==> src/logic/tfs_pkg.sv <==
// shared constants and types for the timer freeze and system control bank
package tfs_pkg;

	localparam int DATA_W     = 16;
	localparam int ADDR_W     = 32;
	localparam int NUM_TIMERS = 4;
	localparam int MAP_W      = 5;

	// register byte addresses
	localparam logic [ADDR_W-1:0] ADDR_SILICON_REVISION     = 32'h5000_3204;
	localparam logic [ADDR_W-1:0] ADDR_TIMER_FREEZE_SET     = 32'h5000_3300;
	localparam logic [ADDR_W-1:0] ADDR_TIMER_FREEZE_RELEASE = 32'h5000_3302;
	localparam logic [ADDR_W-1:0] ADDR_DEBUG_HALT_POLICY    = 32'h5000_3304;
	localparam logic [ADDR_W-1:0] ADDR_GENERAL_STATUS       = 32'h5000_3306;
	localparam logic [ADDR_W-1:0] ADDR_GENERAL_CONTROL      = 32'h5000_3308;

	// field positions
	localparam int HALT_WATCHDOG_BIT          = 3;
	localparam int HALT_LINK_MASTER_CLOCK_BIT = 2;
	localparam int HALT_SOFTWARE_TIMER_BIT    = 1;
	localparam int HALT_WAKE_TIMER_BIT        = 0;
	localparam int DEBUG_HALT_ENABLE_BIT      = 0;
	localparam int CALIBRATION_PHASE_BIT      = 0;
	localparam int WAKE_REQUEST_BIT           = 0;
	localparam int MEMORY_SPLIT_LSB           = 1;
	localparam int MEMORY_SPLIT_MSB           = 5;
	localparam int REVISION_MSB               = 7;

	// reset values
	localparam logic [NUM_TIMERS-1:0] FREEZE_RST         = 4'h0;
	localparam logic                  DEBUG_ENABLE_RST   = 1'b1;
	localparam logic                  CALIBRATION_RST    = 1'b0;
	localparam logic [MAP_W-1:0]      MEMORY_SPLIT_RST   = 5'h01;
	localparam logic                  WAKE_REQUEST_RST   = 1'b0;

	// memory split codes that select nothing, and the last legal code
	localparam logic [MAP_W-1:0] MEMORY_SPLIT_RESERVED_A = 5'h08;
	localparam logic [MAP_W-1:0] MEMORY_SPLIT_RESERVED_B = 5'h10;
	localparam logic [MAP_W-1:0] MEMORY_SPLIT_LAST       = 5'h17;

	// wake interrupt delay, in low-power clock periods
	localparam int WAKE_DELAY_MIN_LP = 3;
	localparam int WAKE_DELAY_MAX_LP = 4;
	localparam logic [2:0] WAKE_LP_EDGES = 3'(WAKE_DELAY_MAX_LP);

	typedef enum logic [1:0] {
		WK_IDLE,
		WK_COUNT,
		WK_FIRED
	} tfs_wake_state_t;

endpackage

==> src/logic/tfs_freeze_bit.sv <==
// one timer's freeze state with its debug-halt override
`timescale 1ns/1ps
module tfs_freeze_bit (
	input  wire logic ref_clk,
	input  wire logic reset,
	input  wire logic set_req,
	input  wire logic release_req,
	input  wire logic debug_force,
	output logic      held,
	output logic      frozen
);
	import tfs_pkg::*;

	logic held_r;
	logic held_nxt;
	logic frozen_r;
	logic frozen_nxt;

	always_comb begin
		held_nxt = held_r;
		// set and release come from different writes, never together
		if (set_req) begin
			held_nxt = 1'b1;
		end else if (release_req) begin
			held_nxt = 1'b0;
		end
		frozen_nxt = held_nxt | debug_force;
	end

	always_ff @(posedge ref_clk or posedge reset) begin
		if (reset) begin
			held_r   <= 1'b0;
			frozen_r <= 1'b0;
		end else begin
			held_r   <= held_nxt;
			frozen_r <= frozen_nxt;
		end
	end

	assign held   = held_r;
	assign frozen = frozen_r;

endmodule // tfs_freeze_bit

==> src/logic/tfs_wake_delay.sv <==
// low-power wake interrupt timing after a link wake request
`timescale 1ns/1ps
module tfs_wake_delay (
	input  wire logic ref_clk,
	input  wire logic reset,
	input  wire logic wake_req,
	input  wire logic deep_sleep,
	input  wire logic lp_clk,
	output logic      wake_irq
);
	import tfs_pkg::*;

	tfs_wake_state_t state_r;
	tfs_wake_state_t state_nxt;
	logic [2:0]      edges_r;
	logic [2:0]      edges_nxt;
	logic            lp_q_r;
	logic            req_q_r;
	logic            irq_r;
	logic            irq_nxt;
	logic            lp_rise;
	logic            req_rise;

	// lp_clk is sampled as a plain synchronous input
	assign lp_rise  = lp_clk & ~lp_q_r;
	assign req_rise = wake_req & ~req_q_r;

	always_comb begin
		state_nxt = state_r;
		edges_nxt = edges_r;
		irq_nxt   = irq_r;
		unique case (state_r)
			WK_IDLE: begin
				irq_nxt = 1'b0;
				if (req_rise && deep_sleep) begin
					state_nxt = WK_COUNT;
					edges_nxt = 3'h0;
				end
			end
			WK_COUNT: begin
				// 4th lp edge lands 3 to 4 periods after the request
				if (!wake_req) begin
					state_nxt = WK_IDLE;
				end else if (lp_rise) begin
					edges_nxt = 3'(edges_r + 3'h1);
					if (edges_nxt == WAKE_LP_EDGES) begin
						state_nxt = WK_FIRED;
						irq_nxt   = 1'b1;
					end
				end
			end
			WK_FIRED: begin
				// held until software drops the request
				if (!wake_req) begin
					state_nxt = WK_IDLE;
					irq_nxt   = 1'b0;
				end
			end
		endcase
	end

	always_ff @(posedge ref_clk or posedge reset) begin
		if (reset) begin
			state_r <= WK_IDLE;
			edges_r <= 3'h0;
			lp_q_r  <= 1'b0;
			req_q_r <= 1'b0;
			irq_r   <= 1'b0;
		end else begin
			state_r <= state_nxt;
			edges_r <= edges_nxt;
			lp_q_r  <= lp_clk;
			req_q_r <= wake_req;
			irq_r   <= irq_nxt;
		end
	end

	assign wake_irq = irq_r;

endmodule // tfs_wake_delay

==> src/logic/tfs_sysctrl.sv <==
// timer freeze, debug policy and system control register bank
// Operation
// - revision register reads a fixed 8-bit version letter, writes ignored
// - freeze-set writes of 1 freeze watchdog, link clock, sw or wake timer
// - watchdog freeze request ignored while watchdog is reset-only
// - freeze-release writes of 1 resume the matching timer, 0 does nothing
// - debug enable 1 freezes all timers while the cpu is debug-halted
// - debug enable 0: non-watchdog timers follow their own freeze state
// - watchdog is always frozen while the cpu is debug-halted
// - read/write calibration-phase flag at bit 0, reset 0
// - 5-bit memory split field, reset 1, codes 8 and 16 reserved
// - wake request in deep sleep raises wake interrupt 3 to 4 lp cycles on
`timescale 1ns/1ps
module tfs_sysctrl #(
	// arbitrary neutral version letter
	parameter logic [7:0] SILICON_VERSION_LETTER = 8'h58
) (
	input  wire logic                          ref_clk,
	input  wire logic                          reset,
	input  wire logic [tfs_pkg::ADDR_W-1:0]    reg_addr,
	input  wire logic [tfs_pkg::DATA_W-1:0]    reg_wdata,
	input  wire logic                          reg_wr,
	input  wire logic                          reg_rd,
	output logic      [tfs_pkg::DATA_W-1:0]    reg_rdata,
	input  wire logic                          wdog_reset_only,
	input  wire logic                          cpu_debug_halted,
	input  wire logic                          link_deep_sleep,
	input  wire logic                          lp_clk,
	output logic                               halt_watchdog,
	output logic                               halt_link_master_clock,
	output logic                               halt_software_timer,
	output logic                               halt_wake_timer,
	output logic                               calibration_phase,
	output logic      [tfs_pkg::MAP_W-1:0]     exchange_memory_split,
	output logic                               link_layer_wake_request,
	output logic                               lp_wake_irq
);
	import tfs_pkg::*;

	// address decode
	logic hit_revision;
	logic hit_set;
	logic hit_release;
	logic hit_debug;
	logic hit_status;
	logic hit_control;

	assign hit_revision = (reg_addr == ADDR_SILICON_REVISION);
	assign hit_set      = (reg_addr == ADDR_TIMER_FREEZE_SET);
	assign hit_release  = (reg_addr == ADDR_TIMER_FREEZE_RELEASE);
	assign hit_debug    = (reg_addr == ADDR_DEBUG_HALT_POLICY);
	assign hit_status   = (reg_addr == ADDR_GENERAL_STATUS);
	assign hit_control  = (reg_addr == ADDR_GENERAL_CONTROL);

	// freeze set / release requests, one bit per timer
	logic [NUM_TIMERS-1:0] set_vec;
	logic [NUM_TIMERS-1:0] release_vec;
	logic [NUM_TIMERS-1:0] force_vec;
	logic [NUM_TIMERS-1:0] held_vec;
	logic [NUM_TIMERS-1:0] frozen_vec;

	// debug policy and general status/control state
	logic                  debug_enable_r;
	logic                  debug_enable_nxt;
	logic                  calibration_r;
	logic                  calibration_nxt;
	logic [MAP_W-1:0]      split_r;
	logic [MAP_W-1:0]      split_nxt;
	logic                  wake_req_r;
	logic                  wake_req_nxt;
	logic [MAP_W-1:0]      split_wr;
	logic                  split_legal;

	// read path
	logic [DATA_W-1:0]     rdata_r;
	logic [DATA_W-1:0]     rdata_nxt;

	always_comb begin
		set_vec     = '0;
		release_vec = '0;
		force_vec   = '0;
		if (reg_wr && hit_set) begin
			// only the four timer bits act; upper bits dropped
			set_vec = reg_wdata[NUM_TIMERS-1:0];
			// reset-only watchdog cannot be frozen by software
			if (wdog_reset_only) begin
				set_vec[HALT_WATCHDOG_BIT] = 1'b0;
			end
		end
		if (reg_wr && hit_release) begin
			release_vec = reg_wdata[NUM_TIMERS-1:0];
		end
		if (cpu_debug_halted) begin
			if (debug_enable_r) begin
				force_vec = '1;
			end
			// watchdog stops in debug halt whatever the policy
			force_vec[HALT_WATCHDOG_BIT] = 1'b1;
		end
		// with the policy off, other timers keep their own state
	end

	genvar gi;
	generate
		for (gi = 0; gi < NUM_TIMERS; gi++) begin : g_timer
			tfs_freeze_bit u_freeze (
				.ref_clk     (ref_clk),
				.reset       (reset),
				.set_req     (set_vec[gi]),
				.release_req (release_vec[gi]),
				.debug_force (force_vec[gi]),
				.held        (held_vec[gi]),
				.frozen      (frozen_vec[gi])
			);
		end
	endgenerate

	assign halt_watchdog          = frozen_vec[HALT_WATCHDOG_BIT];
	assign halt_link_master_clock = frozen_vec[HALT_LINK_MASTER_CLOCK_BIT];
	assign halt_software_timer    = frozen_vec[HALT_SOFTWARE_TIMER_BIT];
	assign halt_wake_timer        = frozen_vec[HALT_WAKE_TIMER_BIT];

	// memory split: reserved or out-of-range codes are not taken
	assign split_wr    = reg_wdata[MEMORY_SPLIT_MSB:MEMORY_SPLIT_LSB];
	assign split_legal = (split_wr != MEMORY_SPLIT_RESERVED_A) &&
	                     (split_wr != MEMORY_SPLIT_RESERVED_B) &&
	                     (split_wr <= MEMORY_SPLIT_LAST);

	always_comb begin
		debug_enable_nxt = debug_enable_r;
		calibration_nxt  = calibration_r;
		split_nxt        = split_r;
		wake_req_nxt     = wake_req_r;
		if (reg_wr && hit_debug) begin
			debug_enable_nxt = reg_wdata[DEBUG_HALT_ENABLE_BIT];
		end
		if (reg_wr && hit_status) begin
			calibration_nxt = reg_wdata[CALIBRATION_PHASE_BIT];
		end
		if (reg_wr && hit_control) begin
			if (split_legal) begin
				split_nxt = split_wr;
			end
			// hold time on this bit is software's job
			wake_req_nxt = reg_wdata[WAKE_REQUEST_BIT];
		end
	end

	always_ff @(posedge ref_clk or posedge reset) begin
		if (reset) begin
			debug_enable_r <= DEBUG_ENABLE_RST;
			calibration_r  <= CALIBRATION_RST;
			split_r        <= MEMORY_SPLIT_RST;
			wake_req_r     <= WAKE_REQUEST_RST;
		end else begin
			debug_enable_r <= debug_enable_nxt;
			calibration_r  <= calibration_nxt;
			split_r        <= split_nxt;
			wake_req_r     <= wake_req_nxt;
		end
	end

	assign calibration_phase       = calibration_r;
	assign exchange_memory_split   = split_r;
	assign link_layer_wake_request = wake_req_r;

	tfs_wake_delay u_wake (
		.ref_clk    (ref_clk),
		.reset      (reset),
		.wake_req   (wake_req_r),
		.deep_sleep (link_deep_sleep),
		.lp_clk     (lp_clk),
		.wake_irq   (lp_wake_irq)
	);

	// read data stands only in the cycle after the strobe
	always_comb begin
		rdata_nxt = '0;
		if (reg_rd) begin
			if (hit_revision) begin
				rdata_nxt[REVISION_MSB:0] = SILICON_VERSION_LETTER;
			end else if (hit_set || hit_release) begin
				rdata_nxt[NUM_TIMERS-1:0] = held_vec;
			end else if (hit_debug) begin
				rdata_nxt[DEBUG_HALT_ENABLE_BIT] = debug_enable_r;
			end else if (hit_status) begin
				rdata_nxt[CALIBRATION_PHASE_BIT] = calibration_r;
			end else if (hit_control) begin
				rdata_nxt[MEMORY_SPLIT_MSB:MEMORY_SPLIT_LSB] = split_r;
				rdata_nxt[WAKE_REQUEST_BIT] = wake_req_r;
			end
		end
	end

	always_ff @(posedge ref_clk or posedge reset) begin
		if (reset) begin
			rdata_r <= '0;
		end else begin
			rdata_r <= rdata_nxt;
		end
	end

	assign reg_rdata = rdata_r;

endmodule // tfs_sysctrl

==> config.mk <==
export PLATFORM = sky130hd
export DESIGN_NAME = tfs_sysctrl
export DESIGN_NICKNAME = d
export VERILOG_FILES = /design/src/logic/tfs_pkg.sv /design/src/logic/tfs_freeze_bit.sv /design/src/logic/tfs_wake_delay.sv /design/src/logic/tfs_sysctrl.sv
export SDC_FILE = /design/constraint.sdc
export NUM_CORES = 1
export LEC_CHECK = 0
export BUFFER_PORTS_ARGS = -buffer_cell sky130_fd_sc_hd__buf_2
export CAP_MARGIN = 20
export CORE_MARGIN = 5
export CORE_UTILIZATION = 40
export DETAILED_ROUTE_END_ITERATION = 7
export HOLD_SLACK_MARGIN = 0.02
export MAX_ROUTING_LAYER = met4
export PLACE_DENSITY = 0.67
export SYNTH_ARGS = -nofsm -noshare
export SYNTH_HDL_FRONTEND = slang
export SYNTH_SLANG_ARGS = --single-unit
==> constraint.sdc <==
create_clock -name ref_clk -period 3.65 [get_ports ref_clk]
set_input_delay 0.1825 -clock ref_clk [delete_from_list [all_inputs] [get_ports ref_clk]]
set_output_delay 0.1825 -clock ref_clk [all_outputs]
set_load 0.005 [all_outputs]
# Word-level counts from Yosys, hierarchy flattened
# Index checks and enable logic that the tools add are counted.
[op_classes] add_sub_neg=1 mux=38 reduce_logical=15 n_eq_ne=18 bitwise_logic=8 n_lt_le_gt_ge=1
[ops] op="$eq A32 B31 Y1 const B" n=6
[ops] op="$mux W1" n=16
[ops] op="$mux W4" n=4
[ops] op="$mux W2" n=6
[ops] op="$mux W3" n=4
[ops] op="$mux W6" n=2
[ops] op="$reduce_and A4 Y1" n=3
[ops] op="$mux W5" n=2
[ops] op="$logic_and A1 B1 Y1" n=8
[ops] op="$mux W7" n=1
[ops] op="$ne A2 B1 Y1 const B" n=3
[ops] op="$ne A3 B2 Y1 const B" n=2
[ops] op="$pmux W2 S3" n=1
[ops] op="$pmux W3 S2" n=1
[ops] op="$le A5 B5 Y1 const B" n=1
[ops] op="$ne A5 B4 Y1 const B" n=1
[ops] op="$ne A5 B5 Y1 const B" n=1
[ops] op="$ne A2 B2 Y1 const B" n=2
[ops] op="$or A1 B1 Y1" n=4
[ops] op="$add A3 B1 Y3 const B" n=1
[ops] op="$eq A3 B3 Y1 const B" n=1
[ops] op="$pmux W1 S3" n=1
[ops] op="$and A1 B1 Y1" n=2
[ops] op="$eq A2 B1 Y1 const B" n=1
[ops] op="other kinds (6)" n=7
[word_totals] register_bits=32 output_inout_bits=28 in_bits=56

# Longest topological paths before layout
[logic_depth] depth_word=7 depth_mapped=6 depth_no_buf=6

# By module
# Synthesis repeated with hierarchy kept, for this count alone.
[unflattened] cells_unflattened=173 area_unflattened_um2=1858.0
[modules_own_cells] module="tfs_sysctrl" area_each_um2=1108.6 cells_per_inst=103 instances=1
[modules_own_cells] module="tfs_wake_delay" area_each_um2=449.2 cells_per_inst=46 instances=1
[modules_own_cells] module="tfs_freeze_bit" area_each_um2=75.1 cells_per_inst=6 instances=4

# Worst setup path before layout
# No wires, ideal clock.
[synth_timing] path_type="in2reg" from="in reg_addr[2] (netlist name)" to="reg split_r[1] (netlist: exchange_memory_split[1])" stages=5 slack_ns=1.762 path_buffers=1 arrival_time_ns=1.763 path_cell_list="buf_6 > or4b_4 > nor4_4 > and4_4 > mux2_4"
[synth_via] elab_chain_len=3
[synth_lines] item="start: declaration" line="tfs_sysctrl.sv:20" text="input wire logic [tfs_pkg::ADDR_W-1:0] reg_addr,"
[synth_lines] item="$eq A32 B31 Y1" line="tfs_sysctrl.sv:53" text="assign hit_control = (reg_addr == ADDR_GENERAL_CONTROL);"
[synth_lines] item="$logic_and A1 B1 Y1" line="tfs_sysctrl.sv:140" text="if (reg_wr && hit_control) begin"
[synth_lines] item="$reduce_and A2 Y1 (no source line)"
[synth_lines] item="end signal: assignment" line="tfs_sysctrl.sv:158" text="split_r <= split_nxt;"
[synth_lines] item="end: declaration" line="tfs_sysctrl.sv:67" text="logic [MAP_W-1:0] split_r;"
# No other way between the ends.
# A chain may end at the register's enable or synchronous reset.

# Final worst setup path
[layout_timing] from="reg u_wake.state_r[1]" to="reg u_wake.edges_r[0]"
[layout_via] elab_chain_len=3 word_cells_on_any_way=8 cone_classes="4 x eq/ne; 1 x mux; 3 x reduce/logical"
[layout_lines] item="start: declaration" line="tfs_wake_delay.sv:13" text="tfs_wake_state_t state_r;"
[layout_lines] item="start signal: assignment" line="tfs_wake_delay.sv:70" text="state_r <= state_nxt;"
[layout_lines] item="$eq A2 B1 Y1 or $logic_not A2 Y1 (tied branches)" line="tfs_wake_delay.sv:32" text="unique case (state_r)"
[layout_lines] item="$ne A2 B1 Y1 (no source line) (tied with other cells)"
[layout_lines] item="$reduce_and A4 Y1 (no source line)"
[layout_lines] item="end signal: assignment" line="tfs_wake_delay.sv:71" text="edges_r <= edges_nxt;"
[layout_lines] item="end: declaration" line="tfs_wake_delay.sv:15" text="logic [2:0] edges_r;"
# Several ways; a longest one is shown, not always the timed one.

==> out/qor.csv <==
metric,value,unit
ant_nets,0,
p_per_area,308,nW/µm²
avgSynthCellArea,10.4,µm²
fin_ws,1.76,ns
synth-main-ff-cell,dfrtp_1,
crit_path_end_kind,flop,
start_util,41.4,%
dieHeight,77.3,µm
finalSetupViolations,0,
syn_area,1810,µm²
period_share,51.7,%
syn_to_final_growth,23.5,%
r2r_start,u_wake.state_r[1],
ctsHoldBuffers,1,
clk_transition_reported_paths,0.06,ns
drt-wirelength-per-cell,14.9,µm
seq_area_frac_synth,42.9,%
synth_seq_cells,31,
path_max_fanout,6,
critPathKind,reg2reg,
worstMarginPinSlew,0.587,ns
ys_warn_count,0,
synth_cell_types,49,
fmaxAchievable,0.530,GHz
htree_levels,2,
synth_edf_count,0,
syn-instance-count,175,
placementRows,24,
grt_max_degree,32,
clock_path_buffers,2,
max_cap_viol_count,0,
ios,84,
multi_input_area,928,µm²
tns,0,ns
cp.required,3.81,ns
grt_pass1_wl,7.87,mm
routed_wl,4.39,mm
seq_area,778,µm²
critPathSlowestCell,a221oi_1,
startpoint,u_wake.state_r[1],
cts_tree,done,
drive_gt1_share,37.0,%
mostFrequentLayoutCells,"buf_2, dfrtp_1, nand2_1",
min_period,1.89,ns
n_fill_cell,431,
core-area,4380,µm²
grt_remaining_overflow,0,
cp-start-kind,flop,
max_stage_delay,0.50,ns
holdCritPathClass,in2reg,
grt_pass1_vias,1621,
avgViaCountPerCell,5.42,
insertedDiodeCount,0,
final.setup_skew,0.00561,ns
nNetsFinal,303,
drt-pass1-iter-count,4,
dpl_worst_slack,1.50,ns
clk-insertion-delay-late,0.28,ns
async_flop_share,100,%
initialDrtViolationCount,63,
die_w,77.3,µm
postCtsSetupBuffers,0,
cts.sinks,31,
cts_root_buf,clkbuf_8,
route.detailed.drc,0,
status,completed,
crit_arrival,2.05,ns
antenna_found_initial,0,
grt_usage,16.4,%
hpwl,3.46,mm
relSlewSlack,60.8,%
cts_resized,0,
portBuffers,64,
finalHoldViolCount,0,
hp-start,lp_clk,
rsz0062_at_grt,no,
numCtsBuffers,5,
p_leak,0.00110,µW
gp_congestion,0.878,
vias,1600,
layout_commonest_cell,buf_2,
slew_violations,0,
peakVddDrop,0.000123,V
hold_slack,0.0407,ns
crit_chain,"inv_1, ha_1, o21ai_0, a221oi_1, mux2_2",
dieArea,5980,µm²
worst paths after layout:
check / end / depth (start not counted) / slack, ns
max: u_wake.edges_r[0] / 5 / 1.76
min: u_wake.lp_q_r / 1 / 0.04
max reg2reg: u_wake.edges_r[0] / 5 / 1.76
min reg2reg: calibration_phase / 1 / 0.53
max in group asynchronous: debug_enable_r / 4 / 2.81
min in group asynchronous: u_wake.edges_r[2] / 4 / 0.52
per-layer routing:
layer  track usage [%]  wire [µm]  share of wire, %  vias up
li1                  -          -                 -      769
met1              22.2       1970                45      782
met2              25.0       2140                49       47
met3              3.40        231               5.3        2
met4              4.64         40              0.91        0
met5                 -          0                 0        -
power breakdown:
group          internal, µW  switching [µW]  total [µW]
sequential              346            2.06         348
clock                   152             124         276
combinational          30.0            35.5        65.6
total                   528             162         689
synthesized netlist by cell type (5+ instances only):
cell type / count / share of area, %
a21oi_1: 7 / 1.9
dfrtp_1: 29 / 40
inv_1: 10 / 2.1
nor2_1: 6 / 1.2
nor4_1: 7 / 2.4
ha_1: 5 / 3.5
nor3_1: 5 / 1.4
nand3_1: 6 / 1.7
o21ai_0: 6 / 1.7
buf_4: 10 / 4.1
nand4_1: 7 / 2.4
nand2_1: 11 / 2.3
registers in the layout (all words and copies together), names as in the netlist, 2 cells and up:
register	cells
u_wake.state_r	2
g_timer.u_freeze.held	4
u_wake.edges_r	3
reg_rdata	7
exchange_memory_split	5
g_timer.u_freeze.frozen	4
kinds of logic (layout without fill, tap and decap cells):
logic type | after synthesis | in the layout | share of synthesized area (%)
AND/OR/NAND/NOR | 69 | 69 | 24.3
AO/OA/AOI/OAI | 36 | 36 | 15.3
flip-flops | 31 | 31 | 42.9
buffers and inverters | 24 | 84 | 7.52
multiplexers | 9 | 9 | 6.35
adder cells (fa/ha/maj) | 5 | 5 | 3.45
other | 1 | 9 | 0.207
critical path, delay by kind of cell, from the launching register on:
family,cells,cell delay [ns]
AO/OA/AOI/OAI,2,0.62
adder cells (fa/ha/maj),1,0.27
buffers and inverters,1,0.09
flip-flops,1,0.40
multiplexers,1,0.40
final cells by class:
type	instances	area share, %
clock inverters	1	0.224
clock buffers	7	3.86
multi-input cells	128	41.5
flip-flops and latches	31	34.8
well taps	52	2.91
inverters	10	1.68
repair buffers	66	15.1
stage by stage:
step	power [µW]	cells	cell area, µm²	util (%)
finish	689	295	2240	51.1
global route	725	295	2240	51.1
CTS	700	295	2240	51.1
detailed placement	419	286	2140	48.7
global placement	417	286	2140	48.7
floorplan	389	183	1840	-
No activity file was read; power rests on OpenSTA's default activity.
